`src/hw/exec_group_map.vh`:
```
`ifndef EXEC_GROUP_MAP_VH
`define EXEC_GROUP_MAP_VH
// Opcode fields
`define MAJOR_GROUP_A 6'h00
`define MAJOR_CACHE_OP 6'h08
`define MAJOR_BRANCH_ON_ADD_OVERFLOW_OP 6'h1D
`define MAJOR_BRANCH_ON_NO_ADD_OVERFLOW_OP 6'h1F
`define MAJOR_UNCOND_BR 6'h25
`define BITREV_ZERO_FIELD 4'h0
`define BITREV_MINOR 6'h2C
`define EXT_GROUP_MINOR 6'h3C
`define BREAK_MINOR 6'h07
`define CACHE_SUBOP 4'h6
// Cache select codes
`define CSEL_PRI_INSN 2'h0
`define CSEL_PRI_DATA 2'h1
`define CSEL_TERTIARY 2'h2
`define CSEL_SECONDARY 2'h3
// Reset vector and sequential PC step
`define PC_RESET 32'hBFC00000
`define SEQ_STEP 32'h00000004
`endif

```
`src/hw/r6_branch_byte_bit_reverse_cache_exec.v`:
```
`timescale 1ns/100ps
//
// Behaviour
// RULE1: Unconditional branch target is pc+4 plus offset*2
// RULE2: Break always raises breakpoint exception immediately; here a break arriving in the cache wait cycle is dropped
// RULE3: Decode bit reverse from group a fields
// RULE4: Reverse bits inside each byte lane
// RULE5: Overflow branch taken when signed add overflows
// RULE6: No-overflow branch taken when add does not
// RULE7: Overflow is sum bit 32 differs bit 31
// RULE8: Offset shifted one, added to pc+4
// RULE9: Taken branch squashes the following instruction
// RULE10: Register zero operands allowed, normal result
// RULE11: Back-to-back branches execute correctly
// RULE12: Cache address is base plus signed 9-bit offset
// RULE13: Physical cache uses translated address
// RULE14: Virtual cache uses effective address, may translate
// RULE15: Index operations still request translation
// RULE16: Software should use unmapped index addresses
// RULE17: Boundaries from bytes per tag, size, ways
// RULE18: Way and index sliced from address bits
// RULE19: Decode two-bit cache select field
// RULE20: No alignment error on cache addresses
`include "exec_group_map.vh"

module r6_branch_byte_bit_reverse_cache_exec #(
  parameter BYTES_PER_TAG_LOG2 = 4,
  parameter CACHE_SIZE_LOG2 = 14,
  parameter WAYS_LOG2 = 2,
  parameter CACHE_IS_PHYSICAL = 1,
  parameter INDEX_USES_PHYSICAL = 1
) (
  input wire clk_sys,
  input wire resetn,
  input wire insn_valid,
  input wire [31:0] insn_word,
  input wire [31:0] insn_pc,
  input wire [31:0] rs_value,
  input wire [31:0] rt_value,
  input wire [31:0] xlat_paddr,
  input wire xlat_fault,
  output reg redirect_valid,
  output reg [31:0] redirect_pc,
  output reg squash_next,
  output reg break_exception,
  output reg [31:0] exception_pc,
  output reg wb_valid,
  output reg [4:0] wb_reg,
  output reg [31:0] wb_data,
  output reg xlat_req,
  output reg [31:0] xlat_vaddr,
  output reg cache_req,
  output reg [1:0] cache_select,
  output reg [2:0] cache_operation,
  output reg cache_by_index,
  output reg [31:0] cache_addr,
  output reg [WAYS_LOG2:0] cache_way,
  output reg [CACHE_SIZE_LOG2-1:0] cache_index,
  output reg tlb_exception
);

localparam INDEX_BIT = CACHE_SIZE_LOG2 - WAYS_LOG2;
localparam WAY_BIT = INDEX_BIT + WAYS_LOG2;
localparam IDX_W = INDEX_BIT - BYTES_PER_TAG_LOG2;
localparam CS_IDLE = 1'b0;
localparam CS_WAIT = 1'b1;

// Cache sequencer state, declared early since the issue gate reads it
reg cstate_q;
reg [31:0] ea_q;
reg [4:0] op_q;
reg idx_q;

////////////////////////////////////////////////////////////////
reg rst_s1_q;
reg rst_s2_q;
always @(posedge clk_sys or negedge resetn) begin
  if (!resetn) begin
    rst_s1_q <= 1'b0;
    rst_s2_q <= 1'b0;
  end else begin
    rst_s1_q <= 1'b1;
    rst_s2_q <= rst_s1_q;
  end
end
wire rst_n = rst_s2_q;

////////////////////////////////////////////////////////////////
// Decode
wire [5:0] major = insn_word[31:26];
wire [4:0] f_rt = insn_word[25:21];
wire [4:0] f_rd = insn_word[20:16];
wire [31:0] next_pc = insn_pc + `SEQ_STEP;
wire is_group_a = (major == `MAJOR_GROUP_A) && (insn_word[5:0] == `EXT_GROUP_MINOR);
wire is_bitrev = is_group_a && (insn_word[15:12] == `BITREV_ZERO_FIELD) &&
  (insn_word[11:6] == `BITREV_MINOR); // RULE3
wire is_break = (major == `MAJOR_GROUP_A) && (insn_word[5:0] == `BREAK_MINOR);
wire is_uncond = (major == `MAJOR_UNCOND_BR);
wire is_branch_on_add_overflow = (major == `MAJOR_BRANCH_ON_ADD_OVERFLOW_OP);
wire is_branch_on_no_add_overflow = (major == `MAJOR_BRANCH_ON_NO_ADD_OVERFLOW_OP);
wire is_cache = (major == `MAJOR_CACHE_OP) && (insn_word[15:12] == `CACHE_SUBOP);

////////////////////////////////////////////////////////////////
// Bit reverse per byte lane; lanes never mix
wire [31:0] swapped;
genvar lane;
generate
  for (lane = 0; lane < 4; lane = lane + 1) begin : g_lane
    byte_lane_reverse #(
      .W(8)
    ) u_rev (
      .lane_in(rt_value[lane*8+7:lane*8]),
      .lane_out(swapped[lane*8+7:lane*8])
    ); // RULE4
  end
endgenerate

// Overflow detect, 33-bit sum; zero operands give no overflow
wire [32:0] wide_sum = {rs_value[31], rs_value} + {rt_value[31], rt_value}; // RULE7 RULE10
wire sum_ovf = wide_sum[32] ^ wide_sum[31]; // RULE7
wire ovf_taken = (is_branch_on_add_overflow && sum_ovf) || (is_branch_on_no_add_overflow && !sum_ovf); // RULE5 RULE6
wire [31:0] ovf_target = next_pc + {{15{insn_word[15]}}, insn_word[15:0], 1'b0}; // RULE8
wire [31:0] uncond_target = next_pc + {{5{insn_word[25]}}, insn_word[25:0], 1'b0}; // RULE1

// Cache effective address; misalignment never faults
wire [31:0] eff_addr = rs_value + {{23{insn_word[8]}}, insn_word[8:0]}; // RULE12 RULE20
wire cache_index_op = (insn_word[25:23] == 3'h0) || (insn_word[25:23] == 3'h1) ||
  (insn_word[25:23] == 3'h2);

// Address used for way and index, chosen by the latched operation kind
wire [31:0] sel_addr = idx_q ? (INDEX_USES_PHYSICAL ? xlat_paddr : ea_q) :
  (CACHE_IS_PHYSICAL ? xlat_paddr : ea_q);

////////////////////////////////////////////////////////////////
// Issue gate; an instruction in the cache wait cycle is dropped
wire issue = insn_valid && (cstate_q == CS_IDLE); // RULE11
wire take_break = issue && is_break;
wire take_uncond = issue && !is_break && is_uncond;
wire take_ovf = issue && !is_break && !is_uncond && ovf_taken;
wire take_bitrev = issue && !is_break && !is_uncond && !ovf_taken && is_bitrev;

////////////////////////////////////////////////////////////////
// Redirect; each branch stands alone so back-to-back branches work
always @(posedge clk_sys or negedge rst_n) begin
  if (!rst_n) begin
    redirect_valid <= 1'b0;
    redirect_pc <= `PC_RESET;
    squash_next <= 1'b0;
  end else begin
    redirect_valid <= 1'b0;
    squash_next <= 1'b0;
    if (take_uncond) begin
      redirect_valid <= 1'b1; // RULE1
      redirect_pc <= uncond_target; // RULE1
      squash_next <= 1'b1; // RULE9
    end else if (take_ovf) begin
      redirect_valid <= 1'b1; // RULE5 RULE6
      redirect_pc <= ovf_target; // RULE8
      squash_next <= 1'b1; // RULE9
    end
  end
end

////////////////////////////////////////////////////////////////
// Breakpoint trap; the code field is left for the handler to fetch
always @(posedge clk_sys or negedge rst_n) begin
  if (!rst_n) begin
    break_exception <= 1'b0;
    exception_pc <= `PC_RESET;
  end else begin
    break_exception <= 1'b0;
    if (take_break) begin
      break_exception <= 1'b1; // RULE2
      exception_pc <= insn_pc;
    end
  end
end

////////////////////////////////////////////////////////////////
// Register writeback of the reversed word
always @(posedge clk_sys or negedge rst_n) begin
  if (!rst_n) begin
    wb_valid <= 1'b0;
    wb_reg <= 5'h00;
    wb_data <= 32'h00000000;
  end else begin
    wb_valid <= 1'b0;
    if (take_bitrev) begin
      wb_valid <= 1'b1; // RULE3
      wb_reg <= f_rd; // RULE3
      wb_data <= swapped; // RULE4
    end
  end
end

////////////////////////////////////////////////////////////////
// Cache operation: translate first, then address the cache
always @(posedge clk_sys or negedge rst_n) begin
  if (!rst_n) begin
    cstate_q <= CS_IDLE;
    ea_q <= 32'h00000000;
    op_q <= 5'h00;
    idx_q <= 1'b0;
    xlat_req <= 1'b0;
    xlat_vaddr <= 32'h00000000;
    cache_req <= 1'b0;
    cache_select <= `CSEL_PRI_INSN;
    cache_operation <= 3'h0;
    cache_by_index <= 1'b0;
    cache_addr <= 32'h00000000;
    cache_way <= {(WAYS_LOG2+1){1'b0}};
    cache_index <= {CACHE_SIZE_LOG2{1'b0}};
    tlb_exception <= 1'b0;
  end else begin
    xlat_req <= 1'b0;
    cache_req <= 1'b0;
    tlb_exception <= 1'b0;
    case (cstate_q)
      CS_IDLE: begin
        if (insn_valid && is_cache) begin
          ea_q <= eff_addr; // RULE12
          op_q <= f_rt;
          idx_q <= cache_index_op; // RULE15
          xlat_req <= 1'b1; // RULE13 RULE14 RULE15
          xlat_vaddr <= eff_addr;
          cstate_q <= CS_WAIT;
        end
      end
      CS_WAIT: begin
        cstate_q <= CS_IDLE;
        if (xlat_fault) begin
          tlb_exception <= 1'b1; // RULE14
        end else begin
          cache_req <= 1'b1;
          cache_select <= op_q[1:0]; // RULE19
          cache_operation <= op_q[4:2];
          cache_by_index <= idx_q;
          // Index source is a build choice; unmapped addresses make both agree
          if (idx_q) begin
            cache_addr <= INDEX_USES_PHYSICAL ? xlat_paddr : ea_q; // RULE15
          end else begin
            cache_addr <= CACHE_IS_PHYSICAL ? xlat_paddr : ea_q; // RULE13 RULE14
          end
          cache_way <= (WAYS_LOG2 == 0) ? {(WAYS_LOG2+1){1'b0}} :
            {1'b0, sel_addr[WAY_BIT-1:INDEX_BIT]}; // RULE17 RULE18
          cache_index <= {{(CACHE_SIZE_LOG2-IDX_W){1'b0}}, sel_addr[INDEX_BIT-1:BYTES_PER_TAG_LOG2]}; // RULE18
        end
      end
      default: cstate_q <= CS_IDLE;
    endcase
  end
end

endmodule

////////////////////////////////////////////////////////////////
// One byte lane, bits mirrored end for end
module byte_lane_reverse #(
  parameter W = 8
) (
  input wire [W-1:0] lane_in,
  output wire [W-1:0] lane_out
);

genvar k;
generate
  for (k = 0; k < W; k = k + 1) begin : g_bit
    assign lane_out[k] = lane_in[W-1-k]; // RULE4
  end
endgenerate

endmodule

```
`config.mk`:
```
export PLATFORM = sky130hd
export DESIGN_NAME = r6_branch_byte_bit_reverse_cache_exec
export DESIGN_NICKNAME = d
export VERILOG_FILES = /design/src/hw/r6_branch_byte_bit_reverse_cache_exec.v
export VERILOG_INCLUDE_DIRS = /design/src /design/src/hw
export SDC_FILE = /design/constraint.sdc
export NUM_CORES = 1
export LEC_CHECK = 0
export ABC_AREA = 1
export ABC_CLOCK_PERIOD_IN_PS = 7600
export BUFFER_PORTS_ARGS = -buffer_cell sky130_fd_sc_hd__buf_2
export CAP_MARGIN = 25
export CORE_MARGIN = 10
export CORE_UTILIZATION = 49
export DETAILED_ROUTE_END_ITERATION = 7
export GPL_TIMING_DRIVEN = 0
export PLACE_DENSITY = 0.74
export RECOVER_POWER = 50
export SLEW_MARGIN = 5
export SYNTH_ARGS = -nofsm -noshare
export SYNTH_HDL_FRONTEND = slang
export SYNTH_SLANG_ARGS = --single-unit
```
`constraint.sdc`:
```
create_clock -name clk_sys -period 7.6 [get_ports clk_sys]
set_input_delay 0.38 -clock clk_sys [delete_from_list [all_inputs] [get_ports clk_sys]]
set_output_delay 0.38 -clock clk_sys [all_outputs]
set_load 0.005 [all_outputs]
```
# Word level (Yosys, flattened, before mapping)
# Index checks and enable logic that the tools add are counted.
[word_totals]
output_inout_bits = 195
in_bits = 164
mem_bits_rw = 0
elab_cells = 82
romBits = 0
reg_bits = 196
n_memories = 0
latchBits = 0
[op_classes]
n_eq_ne = 10
magnitude_cmp = 0
n_addsub = 5
shift = 0
mux = 13
n_reduce_logical = 29
div_mod_pow = 0
n_bitwise = 3
mul = 0
[op_table]
columns = ["op", "count"]
rows = [
  ["$add A32 B32 Y32", 3],
  ["$mux W32", 2],
  ["$add A32 B32 Y33", 1],
  ["$add A32 B3 Y32 const B", 1],
  ["$eq A6 B6 Y1 const B", 3],
  ["$logic_and A1 B1 Y1", 16],
  ["$eq A6 B5 Y1 const B", 2],
  ["$mux W1", 10],
  ["$eq A6 B3 Y1 const B", 1],
  ["$eq A6 B4 Y1 const B", 1],
  ["$logic_not A6 Y1", 1],
  ["$eq A4 B3 Y1 const B", 1],
  ["$logic_not A1 Y1", 4],
  ["$logic_not A4 Y1", 1],
  ["$reduce_and A2 Y1", 2],
  ["$eq A3 B1 Y1 const B", 1],
  ["$eq A3 B2 Y1 const B", 1],
  ["$logic_not A3 Y1", 1],
  ["$logic_or A1 B1 Y1", 3],
  ["$not A1 Y1", 2],
  ["$pmux W1 S2", 1],
  ["$reduce_bool A2 Y1", 1],
  ["$xor A1 B1 Y1", 1],
]

# Depth between registers and ports, before layout
# Gate-level depths: netlist of run 1.
[logic_depth]
word_depth = 9
depth_mapped = 23
depth_no_buf = 23

# Modules after synthesis
# Synthesis of run 1 repeated with hierarchy kept, for this count alone.
[unflattened]
cells_unflattened = 1760
hier_area_um2 = 12710.9
[modules_own_cells]
columns = ["module", "cells_each", "instances", "area_per_inst_um2", "seq_area_each_um2"]
rows = [
  ["r6_branch_byte_bit_reverse_cache_exec", 1728, 1, 12470.7, 4652.0],
  ["byte_lane_reverse", 8, 4, 60.1, 0.0],
]

# Least setup slack after synthesis of run 1
# Ideal clock, no wire load.
[synth_timing]
path_kind = "input to register"
start = "input port insn_pc[3]"
end = "register redirect_pc[30]"
n_path_buf = 0
setup_ns = 0.066
stages = 20
required_time_ns = 7.534
setup_slack_ns = 4.565
arrival_time_ns = 2.969
cell_sequence = "inv_1 > nor3_4 > nand4_1 > nor2_1 > nand3_1 > nor2_1 > inv_1 > nor3_2 > nand4_1 > xor2_1 > inv_1 > ha_1 > inv_1 > nor3_1 > nor3b_1 > nand2_1 > o21ai_0 > xor2_1 > nand2_1 > nand2_1"
[synth_between]
elab_chain_len = 4
elab_cells_between_ends = 5
cone_classes = "3 x add/sub; 2 x mux"
[synth_lines]
columns = ["item", "line", "source"]
rows = [
  ["start: declaration", "r6_branch_byte_bit_reverse_cache_exec.v:37", "input wire [31:0] insn_pc,"],
  ["$add A32 B3 Y32 (no source line) *", "n/a", ""],
  ["$add A32 B32 Y32", "r6_branch_byte_bit_reverse_cache_exec.v:122", "wire [31:0] ovf_target = next_pc + {{15{insn_word[15]}}, insn_word[15:0], 1'b0};"],
  ["$mux W32", "r6_branch_byte_bit_reverse_cache_exec.v:156", "end else if (take_ovf) begin"],
  ["$mux W32 *", "r6_branch_byte_bit_reverse_cache_exec.v:152", "if (take_uncond) begin"],
  ["end signal: assignment", "r6_branch_byte_bit_reverse_cache_exec.v:147", "redirect_pc <= `PC_RESET;"],
  ["end signal: assignment", "r6_branch_byte_bit_reverse_cache_exec.v:154", "redirect_pc <= uncond_target;"],
  ["end signal: assignment", "r6_branch_byte_bit_reverse_cache_exec.v:158", "redirect_pc <= ovf_target;"],
  ["end: declaration", "r6_branch_byte_bit_reverse_cache_exec.v:43", "output reg [31:0] redirect_pc,"],
]
# Mark *: on every way between the ends. The rest lies on a longest branch, timed or not. The select of a mux whose other input is x is not followed.
# A chain may end at the register's enable or synchronous reset.

# Worst setup path after layout of run 1
[layout_timing]
start = "register cstate_q"
end = "register redirect_pc[20]"
[layout_between]
elab_chain_len = 6
elab_cells_between_ends = 8
cone_classes = "1 x mux; 1 x bitwise; 6 x reduce/logical"
[layout_lines]
columns = ["item", "line", "source"]
rows = [
  ["start: declaration", "r6_branch_byte_bit_reverse_cache_exec.v:69", "reg cstate_q;"],
  ["start signal: assignment", "r6_branch_byte_bit_reverse_cache_exec.v:200", "cstate_q <= CS_IDLE;"],
  ["start signal: assignment", "r6_branch_byte_bit_reverse_cache_exec.v:226", "cstate_q <= CS_WAIT;"],
  ["start signal: assignment", "r6_branch_byte_bit_reverse_cache_exec.v:230", "cstate_q <= CS_IDLE;"],
  ["$not A1 Y1 (no source line) *", "n/a", ""],
  ["$logic_and A1 B1 Y1 *", "r6_branch_byte_bit_reverse_cache_exec.v:136", "wire issue = insn_valid && (cstate_q == CS_IDLE);"],
  ["$logic_and A1 B1 Y1 *", "r6_branch_byte_bit_reverse_cache_exec.v:138, r6_branch_byte_bit_reverse_cache_exec.v:139", ""],
  ["$logic_and A1 B1 Y1 (2 in series)", "r6_branch_byte_bit_reverse_cache_exec.v:139", "wire take_ovf = issue && !is_break && !is_uncond && ovf_taken;"],
  ["$reduce_bool A2 Y1 (no source line)", "n/a", ""],
]
# Mark *: on every way between the ends. The rest lies on a longest branch, timed or not.

==> impl_metrics.py, run 1 <==
metrics = {
    "run_status": {
        "status": "complete, but fails checks",
        "violations": "capacitance limit, slew limit",
    },
    "clock_tree": {
        "clkSlewWorstSetupHoldPaths_ps": 80,
        "htree_num_levels": 4,
        "cts_buffers": 17,
        "cts-root-buf": "clkbuf_16",
        "cts.sink_count": 185,
        "cts_max_path_buffers": 2,
        "cts_resized": 0,
        "cts_tree": "built",
        "clock_latency_ps": 450,
    },
    "yosys": {
        "ys_warn_count": 0,
        "async_reset_ff_frac": 1.00,
        "yosys_register_bits": 185,
        "syn_inst": 1695,
        "synth_edf_count": 0,
        "synth_cell_type_count": 49,
        "avgSynthCellArea_um2": 7.34,
        "syn_area_um2": 12400,
        "ys_seq_area_frac": 0.374,
        "synthFlopType": "dfrtp_1",
    },
    "pwr": {
        "pwr_density_cell_nw_per_um2": 184,
        "leakage_nw": 8.22,
        "worst_ir_drop_vdd_v": 0.000161,
    },
    "worst_setup_path": {
        "cp.arrival_ps": 4500,
        "crit_type": "reg -> reg",
        "rrSetupSlack_ps": 3480,
        "required_ps": 7980,
        "start_kind": "register",
        "end_kind": "register",
        "crit_fanout": 10,
    },
    "routing": {
        "drt-total-wl_um": 43900,
        "dr.pass1.iters": 6,
        "drt-vias-per-instance": 5.30,
        "drc": 0,
        "final_antenna_net_count": 0,
        "drtIter0Drc": 1207,
        "wire_per_inst_um": 18.1,
        "vias": 12800,
    },
    "floorplanning": {
        "core_um2": 25100,
        "die_x_um": 179,
        "die_h_um": 179,
        "ios": 359,
        "die_area_um2": 32200,
        "rows": 58,
        "start_util": 0.495,
    },
    "timing": {
        "finalCriticalPeriod_ps": 4120,
        "setup_tns_ps": 0,
        "relSlewSlack": -0.744,
        "post-route-period-util": 0.542,
        "hold_violations": 0,
        "clock_skew_ps": 20.0,
        "worst_pin_slew_ps": 2620,
        "slew_viol_final": 57,
        "fmax_mhz": 243,
        "rsz0062_at_grt": "false",
        "hold_slack_ps": 137,
        "finalSetupViolCount": 0,
    },
    "layout": {
        "nNetsFinal": 2334,
        "synthToLayoutAreaGrowth_pct": 21.8,
        "nFillCells": 2426,
        "drive_above_1_share": 0.158,
        "multi_input_area_um2": 6890,
        "seq_area_um2": 4650,
    },
    "place": {
        "io_buffers": 351,
        "dp_hpwl_um": 36400,
        "finalWeightedCongestion": 0.991,
    },
    "global_routing": {
        "grt_max_degree": 65,
        "grt_first_pass_wirelength_um": 67100,
        "antenna_found_initial": 1,
        "grt_pass1_vias": 12300,
        "grtUsageTotal": 0.264,
        "grt_overflow": 0,
    },
    "worst_hold_path": {
        "holdCritPathClass": "in -> reg",
    },
    "flow_run": {
        "drv_cap": 1,
    },
}
[worst paths after layout]
kind                                                to          startpoint  cells past startpoint
setup / recovery           redirect_pc[20]$_DFFE_PN0P_  cstate_q$_DFF_PN0_                     17
hold / removal              cache_addr[29]$_DFFE_PN0P_      xlat_paddr[29]                      3
setup reg to reg           redirect_pc[20]$_DFFE_PN0P_  cstate_q$_DFF_PN0_                     17
hold reg to reg                        rst_n$_DFF_PN0_  rst_s1_q$_DFF_PN0_                      0
max in group asynchronous   xlat_vaddr[29]$_DFFE_PN0P_     rst_n$_DFF_PN0_                      0
min in group asynchronous           rst_s1_q$_DFF_PN0_              resetn                      2
[kinds of logic after synthesis]
group	Yosys count	synth area share
DFF	185	0.374
xor gates and xnor gates	74	0.0521
and+or+nand+nor	870	0.291
AOI/OAI and AO/OA	250	0.111
buffers and inverters	219	0.0742
adders and majority gates	95	0.0968
other	2	0.000604
[Yosys cell counts (8+ instances only)]
master | number | area [um^2]
o21ai_0 | 79 | 395
a21o_1 | 10 | 75.1
dfstp_2 | 18 | 473
nand2_1 | 592 | 2220
buf_4 | 20 | 150
inv_1 | 163 | 612
dfrtp_1 | 167 | 4180
nand4_1 | 24 | 150
nor4_1 | 9 | 56.3
buf_2 | 8 | 40.0
ha_1 | 93 | 1160
a21oi_1 | 115 | 576
nor2_1 | 121 | 454
o21bai_1 | 9 | 67.6
nor3_1 | 22 | 110
nand3_1 | 74 | 370
a31oi_1 | 10 | 62.6
clkbuf_1 | 22 | 82.6
xnor2_1 | 18 | 158
xor2_1 | 56 | 490
[layer usage]
layer	up-vias	share of wire	GRT usage
li1	6254	-	-
met5	-	0	0
met2	567	0.45	0.418
met4	0	0.022	0.0680
met1	5932	0.44	0.361
met3	57	0.091	0.0581
[per-stage QoR]
step	util	cells	worst slack, ps	instance area (um^2)	power [mW]
global route	0.603	2419	3120	15100	2.95
detailed placement	0.585	2385	3530	14700	1.89
finish	0.603	2419	3480	15100	2.79
global placement	0.583	2382	-171	14600	1.87
CTS	0.610	2418	3530	15300	2.81
floorplan	-	1701	2090	12500	1.58
[worst max-delay path, stage by stage (launching register included)]
cell and delay, ps:
dfrtp_1 440, nor2_1 520, inv_1 190, nor2_4 350, nand2_1 140, buf_4 210
buf_2 200, o21ai_0 170, inv_1 90, ha_1 370, nand2_1 100, nor2_1 180
inv_1 80, o21ai_0 300, o21bai_1 200, xor2_1 230, nand3_1 160, nand2_1 120
[layout by cell type, fill, tap and decap left out, types with 74 or more instances in the layout]
master,synthesis,final
dfrtp_1,167,167
nand3_1,74,74
nor2_1,121,121
clkbuf_1,22,156
buf_2,8,225
inv_1,163,163
nand2_1,592,592
ha_1,93,93
o21ai_0,79,79
a21oi_1,115,115
[final cells by class]
class                           instances  share of cell area
Buffer                                 55              0.0202
Timing Repair Buffer                  355               0.110
Multi-Input combinational cell       1297               0.455
Clock buffer                           17              0.0281
Tap cell                              330              0.0273
Clock inverter                         15              0.0117
Inverter                              164              0.0406
Sequential cell                       185               0.307
Antenna cell                            1            0.000165
[report_power, final]
part,leakage [nW],internal (mW),switching (mW)
Combinational,5.49,0.279,0.450
Clock,0.293,0.446,0.472
Sequential,2.43,1.08,0.0570
Total,8.22,1.81,0.979
[what timing repair did]
item / in CTS / in global routing
hold endpoints to repair: 2 / 0
setup buffers: 0 / 0
hold buffers: 1 / 0
No activity file was read; power rests on OpenSTA's default activity.
==> run 2, diff against run 1 <==
--- a/config.mk
+++ b/config.mk
@@ -6,15 +6,15 @@
 export SDC_FILE = /design/constraint.sdc
 export NUM_CORES = 1
 export LEC_CHECK = 0
-export ABC_AREA = 1
-export ABC_CLOCK_PERIOD_IN_PS = 7600
+export ABC_AREA = 0
+export ABC_CLOCK_PERIOD_IN_PS = 3800
 export BUFFER_PORTS_ARGS = -buffer_cell sky130_fd_sc_hd__buf_2
 export CAP_MARGIN = 25
 export CORE_MARGIN = 10
 export CORE_UTILIZATION = 49
 export DETAILED_ROUTE_END_ITERATION = 7
 export GPL_TIMING_DRIVEN = 0
-export PLACE_DENSITY = 0.74
+export PLACE_DENSITY = 0.75
 export RECOVER_POWER = 50
 export SLEW_MARGIN = 5
 export SYNTH_ARGS = -nofsm -noshare
==> constraint.sdc (replaced) <==
create_clock -name clk_sys -period 3.8 [get_ports clk_sys]
set_input_delay 0.19 -clock clk_sys [delete_from_list [all_inputs] [get_ports clk_sys]]
set_output_delay 0.19 -clock clk_sys [all_outputs]
set_load 0.005 [all_outputs]
==> run 2 against run 1 <==
  * The flow still finishes with violations (capacitance limit, slew limit)
  * Combinational power grew 80%
  * Clock power is 110% higher
  * Core utilization up 3.7 points
  * Non-clock buffer count grew 55
  * Sequential share of layout area up 0.41 points
  * Area after synthesis is 7.0% lower
  * Clock skew shrank 3.6 ps
  * Highest routed layer is now met5
  * Die area shrank 6.2%
==> impl_metrics.py, run 2 <==
metrics = {
    "timing": {
        "finalCriticalPeriod_ps": 3600,
        "slew_viol_final": 127,
        "worst_pin_slew_ps": 2800,
        "rsz0062_at_grt": "false",
        "finalSetupViolCount": 0,
        "relSlewSlack": -0.863,
        "hold_violations": 0,
        "setup_tns_ps": 0,
        "fmax_mhz": 277,
        "setup_ws_ps": 196,
        "post-route-period-util": 0.948,
        "hold_slack_ps": 5.98,
        "clock_skew_ps": 16.5,
    },
    "routing": {
        "dr.pass1.iters": 6,
        "vias": 10700,
        "drtIter0Drc": 766,
        "wire_per_inst_um": 19.6,
        "dr_wl_met2_um": 18700,
        "drc": 0,
        "wl_met3_um": 2370,
        "drt-vias-per-instance": 5.48,
        "final_antenna_net_count": 0,
        "top_layer_used": "met5",
        "drt-met1-wl_um": 15600,
        "drt-total-wl_um": 38000,
    },
    "yosys": {
        "yosys_register_bits": 185,
        "synth_top_family_by_area": "compound AO/OA/AOI/OAI gates",
        "synth-xor-area-share": 0.0560,
        "ys_warn_count": 0,
        "netlist.area_leader.share": 0.361,
        "syn_inst": 1169,
        "ys_seq_area_frac": 0.402,
        "synth_edf_count": 0,
        "synthSimpleGateAreaFrac": 0.146,
        "yosysMostFrequentCell": "nand2_1",
        "ys_top_cells_by_count": "nand2_1 (188), dfrtp_1 (167), ha_1 (93)",
        "yosysTopAreaCell": "dfrtp_1",
        "syn_area_um2": 11600,
        "avgSynthCellArea_um2": 9.89,
        "synthFlopType": "dfrtp_1",
        "synthMuxAreaShare": 0.0989,
        "synth-compound-area-share": 0.155,
        "synth_cell_type_count": 79,
        "synth_adder_area_share": 0.104,
        "async_reset_ff_frac": 1.00,
        "synth.top_cells.by_area": "dfrtp_1 (36%), ha_1 (10%), mux2_2 (6.9%)",
    },
    "global_routing": {
        "grt_max_degree": 65,
        "grt_first_pass_wirelength_um": 60200,
        "grtUsageTotal": 0.245,
        "grt_overflow": 0,
        "grt_pass1_vias": 11100,
        "antenna_found_initial": 7,
    },
    "pwr": {
        "seq_power_share": 0.408,
        "leakage_nw": 7.69,
        "switchingPower_mw": 1.75,
        "p_clk_frac": 0.349,
        "internal_power_mw": 3.66,
        "pwr_density_cell_nw_per_um2": 362,
        "swShare": 0.324,
        "worst_ir_drop_vdd_v": 0.000297,
        "power_frac_comb": 0.243,
    },
    "floorplanning": {
        "core_um2": 23300,
        "rows": 56,
        "die_x_um": 174,
        "die_area_um2": 30100,
        "start_util": 0.496,
        "die_h_um": 174,
        "ios": 359,
    },
    "worst_setup_path": {
        "end_kind": "register",
        "crit_type": "in -> reg",
        "crit_fanout": 9,
        "critPathMostFrequentCell": "nor2_1",
        "start_kind": "input pin",
        "cp.arrival_ps": 3970,
        "crit_chain": "dlygate4sd3_1 > buf_2 > nand3_1 > nor2_1 > nand2_1 > nor2_1 > nand2_1 > nor2_1 > xnor2_1 > ha_1 > and4_1 > and4_1 > nand3_1 > o221ai_1 > a21oi_1 > o31ai_1 > xnor2_1 > mux2_2",
        "required_ps": 4160,
        "cpMaxStageDelayCell": "dlygate4sd3_1",
        "slowest_delay_ps": 530,
    },
    "layout": {
        "synthToLayoutAreaGrowth_pct": 29.2,
        "nNetsFinal": 1866,
        "design_area_um2": 14900,
        "seq_area_um2": 4650,
        "stdcell_count": 1944,
        "final_common_cell": "buf_2",
        "most-common-layout-cells": "buf_2 (271), nand2_1 (188), dfrtp_1 (167)",
        "multi_input_area_um2": 6540,
        "drive_above_1_share": 0.278,
        "nFillCells": 1987,
    },
    "run_status": {
        "status": "complete, but fails checks",
        "violations": "capacitance limit, slew limit",
    },
    "place": {
        "place_area_um2": 13800,
        "dp.cells": 1848,
        "io_buffers": 351,
        "finalWeightedCongestion": 0.940,
        "post-place-ws_ps": -182,
        "dp_hpwl_um": 29700,
    },
    "clock_tree": {
        "clkSlewWorstSetupHoldPaths_ps": 80,
        "cts_max_path_buffers": 2,
        "htree_num_levels": 4,
        "cts-root-buf": "clkbuf_16",
        "cts_tree": "built",
        "cts_buffers": 17,
        "cts.sink_count": 185,
        "clock_latency_ps": 430,
    },
    "worst_hold_path": {
        "holdCritPathClass": "in -> reg",
    },
    "flow_run": {
        "drv_cap": 2,
    },
}
-- run 2: cell families after synthesis --
kind of cell / after synthesis
buffers and inverters: 84
and+or+nand+nor: 359
AOI/OAI and AO/OA: 273
muxes: 97
other: 2
adders and majority gates: 95
xor gates and xnor gates: 74
DFF: 185
-- run 2: critical path, delay by kind of cell --
kind / cells / cell delay [ps]
fa+ha+maj: 1 / 450
mux: 1 / 270
xor+xnor: 2 / 230
buf+inv: 2 / 680
simple gates: 9 / 1760
compound gates: 3 / 390
-- run 2: per-stage QoR --
| stage | power [mW] | utilization |
|---|---|---|
| finish | 5.40 | 0.640 |
| floorplan | 2.98 | - |
| CTS | 5.45 | 0.648 |
| detailed placement | 3.50 | 0.593 |
| global placement | 3.47 | 0.589 |
| global route | 5.67 | 0.640 |
-- run 2: timing repair --
| item | CTS | global route |
|---|---|---|
| endpoints found under the hold margin | 66 | 0 |
| hold buffers | 64 | 0 |
| endpoints found under the setup margin | 5 | 6 |
| setup buffers | 0 | 0 |
| resized for setup | 2 | 4 |
-- run 2: area by class of cell --
type                    count  share of cell area
diodes                      5            0.000837
plain buffers              47              0.0188
clock buffers              17              0.0285
clock inverters            15              0.0136
inverters                  32             0.00837
multi-input cells         906               0.437
flip-flops and latches    185               0.311
well taps                 319              0.0267
repair buffers            418               0.154
-- run 2: path summary, 6_finish.rpt --
kind / startpoint / to / cells past startpoint / slack (ps)
min in group asynchronous: resetn / rst_s1_q$_DFF_PN0_ / 2 / 80
max reg2reg: cstate_q$_DFF_PN0_ / redirect_pc[31]$_DFFE_PN1P_ / 13 / 240
min reg2reg: rst_n$_DFF_PN0_ / wb_data[14]$_DFFE_PN0P_ / 0 / 90
max: insn_pc[12] / redirect_pc[31]$_DFFE_PN1P_ / 18 / 200
max in group asynchronous: rst_n$_DFF_PN0_ / redirect_pc[20]$_DFFE_PN0P_ / 1 / 580
min: xlat_paddr[23] / cache_addr[23]$_DFFE_PN0P_ / 2 / 6
-- run 2: power by group through the flow --
| stage | Sequential [mW] | Combinational [mW] | Clock (mW) |
|---|---|---|---|
| global route | 2.22 | 1.45 | 1.99 |
| floorplan | 2.27 | 0.710 | 0 |
| detailed placement | 2.24 | 1.26 | 0 |
| CTS | 2.21 | 1.33 | 1.92 |
| finish | 2.20 | 1.31 | 1.89 |
| global placement | 2.27 | 1.20 | 0 |
-- run 2: routing by layer --
metal,global-route usage,vias to the layer above
met5,0,-
met4,0.100,4
met3,0.0608,75
met2,0.420,350
met1,0.288,5149
li1,-,5074
